--- src/rtl/blc_map.vh ---
// Functional notes
// - self-test frame: type 58h, pattern byte with mode flags, two 32-bit pattern words.
// - host or device may send the request; sending and receiving logic are symmetric.
// - a sent request counts as delivered only after the partner returns R_OK.
// - after R_OK the sender keeps sending SYNC until ready for the test.
// - once told of delivery, the sender readies its layers for test streaming.
// - responder enters test only after a good-CRC frame, R_OK sent, then a good SYNC.
// - COMINIT or COMRESET received during test mode forces exit from test mode.
// - analog loopback returns raw received data without retiming, when supported.
// - retimed loopback retimes received data and sends the retimed stream back.
// - retimed responder may drop up to two ALIGNs and insert ALIGNs in legal places.
// - after a four-ALIGN burst, every returned ALIGN burst is at least two long.
// - a descrambling responder rescrambles with the same sequence, data unchanged.
// - loopback returns all data unchanged, acting only on out-of-band and ALIGN.
// - far-end transmit mode sends the two pattern words; they matter only there.
// - primitive flag makes byte 0 of both pattern words K characters, e.g. BCh.
// - far-end transmit sends no ALIGN when omit flag is 1, normal ALIGNs when 0.
// - far-end transmit with raw-unmixed flag sends unscrambled but legal characters.
// - maker-unique flag enters vendor test mode and ignores every other flag.
`ifndef BLC_MAP_VH
`define BLC_MAP_VH
`define BLC_FIS_TYPE 8'h58
`define BLC_PAT_LO 16
`define BLC_PAT_HI 23
`define BLC_BIT_V 16
`define BLC_BIT_R 17
`define BLC_BIT_P 18
`define BLC_BIT_F 19
`define BLC_BIT_L 20
`define BLC_BIT_S 21
`define BLC_BIT_A 22
`define BLC_BIT_T 23
`define BLC_ALIGN_GAP 9'd255
`define BLC_ALIGN_BURST 2'd2
`define BLC_ALIGN_DW 32'h7b4a4abc
`define BLC_SYNC_DW 32'hb5b5957c
`define BLC_KMASK_NONE 4'h0
`define BLC_KMASK_B0 4'h1
`define BLC_MODE_IDLE 3'h0
`define BLC_MODE_FEE 3'h1
`define BLC_MODE_RET 3'h2
`define BLC_MODE_TX 3'h3
`define BLC_MODE_VEN 3'h4
`endif

--- src/rtl/blc_ctrl.v ---
`include "blc_map.vh"
// self-test request responder and initiator control
module blc_ctrl #(
    parameter ALIGN_GAP = 255, // one less than the dwords between align bursts
    parameter FEE_SUPPORTED = 1 // analog loopback implemented
) (
    input wire clk_sys, // system clock
    input wire rst_b, // async reset, active low
    input wire rx_fis_valid, // received frame complete, pulse
    input wire rx_fis_crc_ok, // crc of that frame good
    input wire [31:0] rx_fis_dw0, // frame header dword
    input wire [31:0] rx_fis_dw1, // pattern word 1
    input wire [31:0] rx_fis_dw2, // pattern word 2
    output reg rok_send, // ask link to answer R_OK, pulse
    input wire rok_done, // R_OK sent, pulse
    input wire rx_sync_good, // good SYNC received, pulse
    input wire oob_cominit, // COMINIT seen, async
    input wire oob_comreset, // COMRESET seen, async
    input wire [31:0] rx_dw, // received dword after decode
    input wire rx_dw_k, // byte 0 is a K character
    input wire rx_dw_valid, // received dword strobe
    input wire rx_is_align, // received dword is ALIGN
    input wire rx_scrambled, // link descrambled this dword
    output wire tx_valid, // transmit dword valid
    input wire tx_ready, // transmitter takes dword
    output wire [31:0] tx_dw, // transmit dword
    output wire [3:0] tx_k, // K flags per byte
    output wire tx_scramble, // apply scrambler downstream
    output wire rx_stall, // loopback buffer full
    output reg [2:0] test_mode, // current test mode
    output reg [7:0] pattern_flags, // latched flag byte
    output reg raw_echo_en, // analog path bypasses retiming
    output reg vendor_test, // vendor test active
    input wire init_req, // initiator: send request, pulse
    input wire init_rok, // initiator: R_OK received
    input wire init_ready, // initiator: layers ready
    output reg init_sent, // initiator: request delivered
    output reg init_send_sync, // initiator: send SYNC idle
    output reg init_stream_en // initiator: layers set for stream
);
    localparam RS_IDLE = 2'd0;
    localparam RS_ROK = 2'd1;
    localparam RS_SYNC = 2'd2;
    localparam RS_TEST = 2'd3;
    localparam IS_IDLE = 2'd0;
    localparam IS_WAIT = 2'd1;
    localparam IS_SYNC = 2'd2;
    localparam IS_RUN = 2'd3;

    reg [1:0] rstate;
    reg [1:0] istate;
    reg [31:0] pat1;
    reg [31:0] pat2;
    reg pat_sel;
    reg [8:0] gap_cnt;
    reg [1:0] al_cnt;
    reg [1:0] drop_cnt;
    reg ci_s1, ci_s2, cr_s1, cr_s2;
    wire oob_hit = ci_s2 | cr_s2;

    // flag extraction used by entry decode
    function flag;
        input [31:0] dw;
        input integer pos;
        begin
            flag = dw[pos];
        end
    endfunction

    // decode flag byte into a mode, vendor wins over all
    function [2:0] mode_of;
        input [31:0] dw;
        begin
            if (flag(dw, `BLC_BIT_V)) mode_of = `BLC_MODE_VEN;
            else if (flag(dw, `BLC_BIT_T)) mode_of = `BLC_MODE_TX;
            else if (flag(dw, `BLC_BIT_L)) mode_of = `BLC_MODE_RET;
            else if (flag(dw, `BLC_BIT_F) && FEE_SUPPORTED != 0) mode_of = `BLC_MODE_FEE;
            else mode_of = `BLC_MODE_IDLE;
        end
    endfunction

    // out-of-band pins are asynchronous, two flops first
    always @(posedge clk_sys or negedge rst_b) begin
        if (!rst_b) begin
            ci_s1 <= 1'b0;
            ci_s2 <= 1'b0;
            cr_s1 <= 1'b0;
            cr_s2 <= 1'b0;
        end else begin
            ci_s1 <= oob_cominit;
            ci_s2 <= ci_s1;
            cr_s1 <= oob_comreset;
            cr_s2 <= cr_s1;
        end
    end

    wire is_req = rx_fis_valid && rx_fis_crc_ok && rx_fis_dw0[7:0] == `BLC_FIS_TYPE;

    // responder: frame, R_OK, SYNC, then test
    always @(posedge clk_sys or negedge rst_b) begin
        if (!rst_b) begin
            rstate <= RS_IDLE;
            rok_send <= 1'b0;
            test_mode <= `BLC_MODE_IDLE;
            pattern_flags <= 8'h00;
            pat1 <= 32'h00000000;
            pat2 <= 32'h00000000;
            raw_echo_en <= 1'b0;
            vendor_test <= 1'b0;
        end else begin
            rok_send <= 1'b0;
            if (oob_hit) begin
                rstate <= RS_IDLE;
                test_mode <= `BLC_MODE_IDLE;
                raw_echo_en <= 1'b0;
                vendor_test <= 1'b0;
            end else begin
                case (rstate)
                    RS_IDLE: begin
                        if (is_req) begin
                            pattern_flags <= rx_fis_dw0[`BLC_PAT_HI:`BLC_PAT_LO];
                            pat1 <= rx_fis_dw1;
                            pat2 <= rx_fis_dw2;
                            rok_send <= 1'b1;
                            rstate <= RS_ROK;
                        end
                    end
                    RS_ROK: begin
                        if (rok_done) rstate <= RS_SYNC;
                    end
                    RS_SYNC: begin
                        if (rx_sync_good) begin
                            rstate <= RS_TEST;
                            test_mode <= mode_of({8'h00, pattern_flags, 16'h0000});
                            raw_echo_en <= (mode_of({8'h00, pattern_flags, 16'h0000})
                                == `BLC_MODE_FEE);
                            vendor_test <= pattern_flags[`BLC_BIT_V - `BLC_PAT_LO];
                        end
                    end
                    RS_TEST: begin
                        rstate <= RS_TEST;
                    end
                    default: rstate <= RS_IDLE;
                endcase
            end
        end
    end

    // initiator: request counts as sent only on R_OK, then SYNC until ready
    always @(posedge clk_sys or negedge rst_b) begin
        if (!rst_b) begin
            istate <= IS_IDLE;
            init_sent <= 1'b0;
            init_send_sync <= 1'b0;
            init_stream_en <= 1'b0;
        end else if (oob_hit) begin
            istate <= IS_IDLE;
            init_sent <= 1'b0;
            init_send_sync <= 1'b0;
            init_stream_en <= 1'b0;
        end else begin
            case (istate)
                IS_IDLE: if (init_req) istate <= IS_WAIT;
                IS_WAIT: begin
                    if (init_rok) begin
                        init_sent <= 1'b1;
                        init_send_sync <= 1'b1;
                        init_stream_en <= 1'b1;
                        istate <= IS_SYNC;
                    end
                end
                IS_SYNC: begin
                    if (init_ready) begin
                        init_send_sync <= 1'b0;
                        istate <= IS_RUN;
                    end
                end
                IS_RUN: istate <= IS_RUN;
                default: istate <= IS_IDLE;
            endcase
        end
    end

    wire looping = rstate == RS_TEST &&
        (test_mode == `BLC_MODE_RET || test_mode == `BLC_MODE_FEE);
    wire tx_mode = rstate == RS_TEST && test_mode == `BLC_MODE_TX;
    wire want_align = gap_cnt == 9'd0;
    wire omit_align = pattern_flags[`BLC_BIT_A - `BLC_PAT_LO];

    // drop at most two received ALIGNs per interval, echo all else unchanged
    wire drop_al = looping && rx_is_align && drop_cnt != `BLC_ALIGN_BURST;
    wire lb_in_valid = looping && rx_dw_valid && !drop_al;
    // the K flag rides with the word so that a looped primitive stays a primitive
    wire [35:0] lb_in = {2'b00, rx_dw_k, rx_scrambled, rx_dw};
    wire lb_in_ready;
    wire lb_out_valid;
    wire [35:0] lb_out;
    wire [31:0] smask;
    wire ins_al = al_cnt != 2'd0;
    wire pat_go = tx_mode && !ins_al && tx_ready;
    wire lb_pop = looping && !ins_al && tx_ready;

    blc_buf2 #(.W(36)) u_buf (
        .clk_sys(clk_sys),
        .rst_b(rst_b),
        .in_valid(lb_in_valid),
        .in_ready(lb_in_ready),
        .in_data(lb_in),
        .out_valid(lb_out_valid),
        .out_ready(lb_pop),
        .out_data(lb_out)
    );

    // pattern-mode scramble mask; loopback rescramble is applied downstream
    blc_scram u_scr (
        .clk_sys(clk_sys),
        .rst_b(rst_b),
        .restart(!tx_mode),
        .advance(pat_go),
        .mask(smask)
    );

    assign rx_stall = !lb_in_ready;

    // ALIGN timing: bursts of two every interval except far-end transmit with omit flag set, drop window re-armed
    always @(posedge clk_sys or negedge rst_b) begin
        if (!rst_b) begin
            gap_cnt <= `BLC_ALIGN_GAP;
            al_cnt <= 2'd0;
            drop_cnt <= 2'd0;
            pat_sel <= 1'b0;
        end else begin
            if (rstate != RS_TEST) begin
                gap_cnt <= ALIGN_GAP[8:0];
                al_cnt <= 2'd0;
                drop_cnt <= 2'd0;
                pat_sel <= 1'b0;
            end else begin
                if (drop_al) drop_cnt <= drop_cnt + 2'd1;
                if (tx_ready) begin
                    if (ins_al) begin
                        al_cnt <= al_cnt - 2'd1;
                    end else begin
                        // the word taken just before a burst is a pattern word too
                        if (tx_mode) pat_sel <= ~pat_sel;
                        if (want_align && !(tx_mode && omit_align)) begin
                            al_cnt <= `BLC_ALIGN_BURST;
                            gap_cnt <= ALIGN_GAP[8:0];
                            drop_cnt <= 2'd0;
                        end else begin
                            gap_cnt <= want_align ? ALIGN_GAP[8:0] : gap_cnt - 9'd1;
                        end
                    end
                end
            end
        end
    end

    // transmit select: ALIGN burst, echoed data, or pattern words
    wire [31:0] pat = pat_sel ? pat2 : pat1;
    wire raw_mix = pattern_flags[`BLC_BIT_S - `BLC_PAT_LO];
    wire prim = pattern_flags[`BLC_BIT_P - `BLC_PAT_LO];
    assign tx_valid = rstate == RS_TEST && !vendor_test &&
        (ins_al || tx_mode || lb_out_valid);
    assign tx_dw = ins_al ? `BLC_ALIGN_DW :
        tx_mode ? ((raw_mix || prim) ? pat : pat ^ smask) : lb_out[31:0];
    assign tx_k = ins_al ? `BLC_KMASK_B0 :
        (tx_mode && prim) ? `BLC_KMASK_B0 :
        looping ? {3'b000, lb_out[33]} : `BLC_KMASK_NONE;
    assign tx_scramble = looping && !ins_al && lb_out[32] && !raw_echo_en;
endmodule // blc_ctrl

--- src/rtl/blc_buf2.v ---
// two-entry skid buffer, flip-flop storage addressed by index
module blc_buf2 #(
    parameter W = 36
) (
    input wire clk_sys, // system clock
    input wire rst_b, // async reset, active low
    input wire in_valid, // write side valid
    output wire in_ready, // write side ready
    input wire [W-1:0] in_data, // write data
    output wire out_valid, // read side valid
    input wire out_ready, // read side ready
    output wire [W-1:0] out_data // read data, from flip-flops
);
    reg [W-1:0] mem [0:1];
    reg wp;
    reg rp;
    reg [1:0] cnt;
    wire push = in_valid && in_ready;
    wire pop = out_valid && out_ready;

    // full at two, empty at zero
    assign in_ready = (cnt != 2'd2);
    assign out_valid = (cnt != 2'd0);
    assign out_data = mem[rp];

    // pointer and count update
    always @(posedge clk_sys or negedge rst_b) begin
        if (!rst_b) begin
            wp <= 1'b0;
            rp <= 1'b0;
            cnt <= 2'd0;
        end else begin
            if (push) wp <= ~wp;
            if (pop) rp <= ~rp;
            cnt <= cnt + {1'b0, push} - {1'b0, pop};
        end
    end

    // storage write
    always @(posedge clk_sys) begin
        if (push) mem[wp] <= in_data;
    end
endmodule // blc_buf2

--- src/rtl/blc_scram.v ---
// link scrambler, lfsr x^16+x^15+x^13+x^4+1, one dword per advance
module blc_scram (
    input wire clk_sys, // system clock
    input wire rst_b, // async reset, active low
    input wire restart, // reseed the lfsr
    input wire advance, // step one dword
    output wire [31:0] mask // current scramble mask
);
    reg [15:0] lfsr;
    reg [31:0] m;
    reg [15:0] s;
    integer i;

    // derive 32 mask bits and next state
    always @* begin
        s = lfsr;
        m = 32'h00000000;
        for (i = 0; i < 32; i = i + 1) begin
            m[i] = s[15];
            s = {s[14:0], s[15] ^ s[14] ^ s[12] ^ s[3]};
        end
    end
    assign mask = m;

    always @(posedge clk_sys or negedge rst_b) begin
        if (!rst_b) lfsr <= 16'hffff;
        else if (restart) lfsr <= 16'hffff;
        else if (advance) lfsr <= s;
    end
endmodule // blc_scram

--- config.mk ---
export PLATFORM = sky130hd
export DESIGN_NAME = blc_ctrl
export DESIGN_NICKNAME = d
export VERILOG_FILES = /design/src/rtl/blc_ctrl.v /design/src/rtl/blc_buf2.v /design/src/rtl/blc_scram.v
export VERILOG_INCLUDE_DIRS = /design/src /design/src/rtl
export SDC_FILE = /design/constraint.sdc
export NUM_CORES = 1
export LEC_CHECK = 0
export BUFFER_PORTS_ARGS = -buffer_cell sky130_fd_sc_hd__buf_4
export CORE_ASPECT_RATIO = 0.5
export CORE_MARGIN = 5
export CORE_UTILIZATION = 54
export CTS_BUF_LIST = sky130_fd_sc_hd__clkbuf_4 sky130_fd_sc_hd__clkbuf_8
export DETAILED_ROUTE_END_ITERATION = 12
export PLACE_DENSITY = 0.83
export SYNTH_ARGS = -nofsm -noshare
export SYNTH_HDL_FRONTEND = slang
export SYNTH_SLANG_ARGS = --single-unit
--- constraint.sdc ---
create_clock -name clk_sys -period 8.41 [get_ports clk_sys]
set_clock_uncertainty 0.15 [all_clocks]
set_input_delay 1.682 -clock clk_sys [delete_from_list [all_inputs] [get_ports clk_sys]]
set_output_delay 1.682 -clock clk_sys [all_outputs]
set_load 0.01 [all_outputs]
* Word level (Yosys, flattened, before mapping)
Memory sizes are Yosys's and may differ from the RTL's. Cells that the tools add are included.
Cells by class: add/subtract/negate cells 5, equal/unequal tests 22, multiplexer cells 62, bitwise operators 102, reduce and logical (&&, ||, !) cells 53
Operator list (number):
- $mux W32 | 4
- $xor A1 B1 Y1 | 96
- $mux W9 | 5
- $mux W2 | 19
- $mux W16 | 2
- $xor A32 B32 Y32 | 1
- $mux W1 | 24
- $logic_and A1 B1 Y1 | 21
- $ne A3 B3 Y1 const B | 6
- $pmux W2 S4 | 2
- $reduce_bool A2 Y1 | 8
- $mux W3 | 5
- $reduce_and A3 Y1 | 5
- $logic_not A9 Y1 | 1
- $sub A9 B1 Y9 const B | 1
- $eq A2 B2 Y1 const B | 4
- $eq A8 B7 Y1 const B | 1
- $reduce_and A2 Y1 | 4
- $eq A3 B1 Y1 const B | 2
- $eq A3 B2 Y1 const B | 2
- $logic_not A1 Y1 | 6
- $ne A2 B2 Y1 const B | 3
- $reduce_bool A3 Y1 | 2
- $eq A2 B1 Y1 const B | 2
- other kinds (10) | 18
Storage, ports and cells: register bits after elaboration 122, RAM bits 68, input port bits 144, output and inout port bits 56, logic and storage cells 268, memories 1
Memories:
- u_buf.mem | depth 2, width 34, rd ports 1, clocked after Yosys merged registers in 0, wr ports 1, line blc_buf2.v:14 | reg [W-1:0] mem [0:1];

* Depth between registers and ports, before layout
depth after elaboration 12, gate-level depth with buffers 10, gate-level depth less buffers 9

* Cells and area by module
From an unflattened synthesis, not the netlist that was laid out.
Unflattened totals: cell total of the unflattened synthesis 800, area, all modules 10407.5 µm²
By module, submodules not included:
- blc_ctrl | instances 1, cells an instance 511, area an instance 5694.2 µm², seq. area each 2537.4 µm²
- blc_buf2 | instances 1, cells an instance 129, area an instance 2920.3 µm², seq. area each 2262.2 µm²
- blc_scram | instances 1, cells an instance 160, area an instance 1793.0 µm², seq. area each 420.4 µm²

* Worst setup path before layout
Ideal clock, no wire load.
kind input to register, from input rx_is_align, to memory u_buf.mem[0][0] in the netlist's numbering, enable pin, library setup time 468 ps, arrival 4189 ps, data required time 7792 ps, path slack 3603 ps, stages 3, buffers on the path 0, cell sequence nand2b_1 nand3b_1 nor3_1
Between the ends: longest elaborated chain between the ends 7
RTL lines:
- start: declaration | line blc_ctrl.v:22 | input wire rx_is_align,
- $logic_and A1 B1 Y1 | line blc_ctrl.v:191 | wire drop_al = looping && rx_is_align && drop_cnt != `BLC_ALIGN_BURST;
- $logic_and A1 B1 Y1 (no source line)
- $logic_not A1 Y1 | line blc_ctrl.v:192 | wire lb_in_valid = looping && rx_dw_valid && !drop_al;
- $logic_and A1 B1 Y1 | line blc_ctrl.v:192
- $logic_and A1 B1 Y1 | line blc_buf2.v:18 | wire push = in_valid && in_ready;
- $mux W1 | line blc_buf2.v:41 | if (push) mem[wp] <= in_data;
- $mux W1 (not written as such) | line blc_buf2.v:41
- end: declaration | line blc_buf2.v:14
Every way passes these cells.

* Final worst setup path
from register u_scr.lfsr[6], to output tx_dw[29]
Between the ends: longest elaborated chain between the ends 8
RTL lines:
- start: declaration | line blc_scram.v:9 | reg [15:0] lfsr;
- start signal: assignment | line blc_scram.v:28 | else if (advance) lfsr <= s;
- $xor A1 B1 Y1 (4 in series) | line blc_scram.v:20 | s = {s[14:0], s[15] ^ s[14] ^ s[12] ^ s[3]};
- $xor A32 B32 Y32 | line blc_ctrl.v:266 | tx_mode ? ((raw_mix || prim) ? pat : pat ^ smask) : lb_out[31:0];
- $mux W32 (2 in series) | line blc_ctrl.v:266
- $mux W32 | line blc_ctrl.v:265 | assign tx_dw = ins_al ? `BLC_ALIGN_DW :
- end: declaration | line blc_ctrl.v:26 | output wire [31:0] tx_dw,
Every way passes these cells.

==> impl_metrics.tcl <==
set metrics [dict create \
    outcome "finished clean" \
    overflow 0 \
    clock-root-buffer "clkbuf_8" \
    core_um2 17610 \
    wl_met3_um 1619 \
    place_worst_setup_slack_ns 3.583 \
    ys_ff_latch 189 \
    yosys-top-cells-count "dfrtp_1 (97), nand2_1 (77), mux2_2 (72), edfxtp_1 (68), mux2i_1 (68)" \
    synth_edf_count 68 \
    grt_pass1_vias 6777 \
    end_kind "primary output" \
    timing.final.hold_violations 0 \
    ys_warn_count 0 \
    cts_num_sinks 189 \
    place.gp.congestion 0.8669 \
    antennaDiodeCount 0 \
    wire_per_inst_um 20.36 \
    fmax_mhz 187.7 \
    cts-resized-gates 0 \
    synth_flop_cell "dfrtp_1" \
    synth_cell_types 50 \
    area_growth_pct 18.92 \
    die_height_um 105.4 \
    layout_setup_ws_ns 3.083 \
    pin_count 200 \
    synth_most_common_cell "dfrtp_1" \
    dieArea_um2 21160 \
    synth-seq-area-share 0.5189 \
    min_period_over_period 0.6335 \
    maxSlewViolCount 0 \
    fin_setup_tns_ns 0 \
    vdd_drop_max_uv 96.22 \
    cp-start-kind "register" \
    start_util 0.5580 \
    yosysTopAreaCellShare 0.2470 \
    syn_inst 791 \
    ant_nets 0 \
    drv_cap 0 \
    async_reset_ff_frac 0.6402 \
    min_path_type "register to register" \
    clk_pin_slew_ns 0.11 \
    critPathRequiredTime_ns 6.58 \
    grt_pass1_wl_um 37850 \
    power_density_nw_per_um2 139.8 \
    rsz0062_at_grt "false" \
    met1_length_um 10510 \
    rows 34 \
    drive_gt1_frac 0.3546 \
    clk_latency_ns 0.46 \
    dpl_cell_area_um2 11290 \
    cellLeakagePower_nw 5.317 \
    io_buffer_count 180 \
    fin_nets 1093 \
    dr.pass1.iters 5 \
    synth_area_um2 9828 \
    setup_viol 0 \
    h-tree-depth 4 \
    postCtsHoldBufs 0 \
    wl_met2_um 11810 \
    drt-total-wl_um 24230 \
    slew_headroom 0.2138 \
    ys_top_cells_by_area "dfrtp_1 (25%), edfxtp_1 (21%), mux2_2 (8.2%)" \
    cts_tree "built" \
    grt_antenna_before_repair 0 \
    critPathKind "register to primary output" \
    drt-initial-drc-count 535 \
    critPathMaxFanout 6 \
    power.total_w 0.001634 \
    fin_util 0.6636 \
    cp.arrival_ns 3.50 \
    dp_hpwl_um 17590 \
    cts_buffers 17 \
    cts_max_path_buffers 2 \
    drc_errors 0 \
    track_usage 0.2293 \
    final_area_um2 11690 \
    maxUsedRoutingLayer "met4" \
    syn_area_per_cell_um2 12.43 \
    fp.dieW_um 200.8 \
    grt_max_degree 74 \
    worst_pin_slew_ns 1.175 \
    vias 6674 \
    yosysTopAreaCell "dfrtp_1" \
    post_drt_via_cell_ratio 5.608 \
    layout_min_cycle_time_ns 5.327 \
    cts_setup_buffers 0 \
]
-- metrics by stage --
stage	hold WS [ns]	cells
4_1_cts	0.2146	1190
5_1_grt	0.2276	1190
2_1_floorplan	0.1812	793
6_report	0.2148	1190
3_5_place_dp	0.1893	1158
3_3_place_gp	0.1828	1158
-- critical path, cell delays in order (launching register included) --
cell and delay (ns):
dfstp_2 0.63, xnor3_1 0.51, xnor3_1 0.45, xnor2_1 0.19, xnor2_1 0.52, a21oi_1 0.15, o31ai_1 0.28, nand2_1 0.12
buf_4 0.20
-- per-layer routing --
| layer | global-route usage | up-vias |
|---|---|---|
| met5 | 0 | - |
| met1 | 0.3207 | 3362 |
| li1 | - | 3059 |
| met2 | 0.3696 | 227 |
| met3 | 0.05186 | 26 |
| met4 | 0.05741 | 0 |
-- cells by family after synthesis --
group / share of synthesized area
buf+inv: 0.02813
xor+xnor: 0.1585
fa+ha+maj: 0.007638
compound gates: 0.05296
other cells: 0.0003816
simple gates: 0.08173
flops: 0.5189
mux: 0.1518
-- final timing paths --
kind / start / endpoint / slack (ns) / depth (start not counted)
max: u_scr.lfsr[6] / tx_dw[29] / 3.08 / 8
min: cr_s1 / cr_s2 / 0.21 / 0
max reg2reg: u_scr.lfsr[2] / u_scr.lfsr[1] / 4.93 / 7
min reg2reg: cr_s1 / cr_s2 / 0.21 / 0
max in group asynchronous: rst_b / pat_sel / 5.57 / 2
min in group asynchronous: rst_b / pattern_flags[4] / 1.14 / 1
-- placed cells by master, fill, tap and decap left out, types with 6 or more instances in the layout --
| master | count |
|---|---|
| a21oi_1 | 35 |
| xor3_1 | 8 |
| edfxtp_1 | 68 |
| o21ai_0 | 28 |
| a211oi_1 | 17 |
| mux2i_1 | 68 |
| xnor3_2 | 6 |
| ha_1 | 6 |
| nor3_1 | 11 |
| dfstp_2 | 24 |
| nor2_1 | 52 |
| buf_4 | 183 |
| or3_1 | 6 |
| nand2_1 | 76 |
| xnor2_1 | 49 |
| dfrtp_1 | 95 |
| xor2_1 | 34 |
| mux2_2 | 72 |
| clkbuf_8 | 17 |
| inv_1 | 11 |
| xnor3_1 | 15 |
-- sequential cells by signal, indices dropped and copies added, names as in the netlist, 2 cells and up --
name,cells
pat2,32
drop_cnt,2
pattern_flags,8
u_buf.cnt,2
rstate,2
pat1,32
u_buf.mem,68
al_cnt,2
istate,2
u_scr.lfsr,16
test_mode,3
gap_cnt,9
-- cell type report --
type	count	area, µm²
fill	1291	5924
sequential	189	5102
multi-input combinational	540	4481
timing repair buffer	183	1374
tap	234	292.8
clock buffer	18	241.5
clock inverter	14	151.4
inverter	12	45.04
-- power by group --
part / switching (W) / internal, W
logic: 0.0000340 / 0.0000450
registers: 0.00000319 / 0.000959
clock network: 0.000366 / 0.000226
total: 0.000403 / 0.00123
Note: power is estimated with default switching activity, not from simulation.
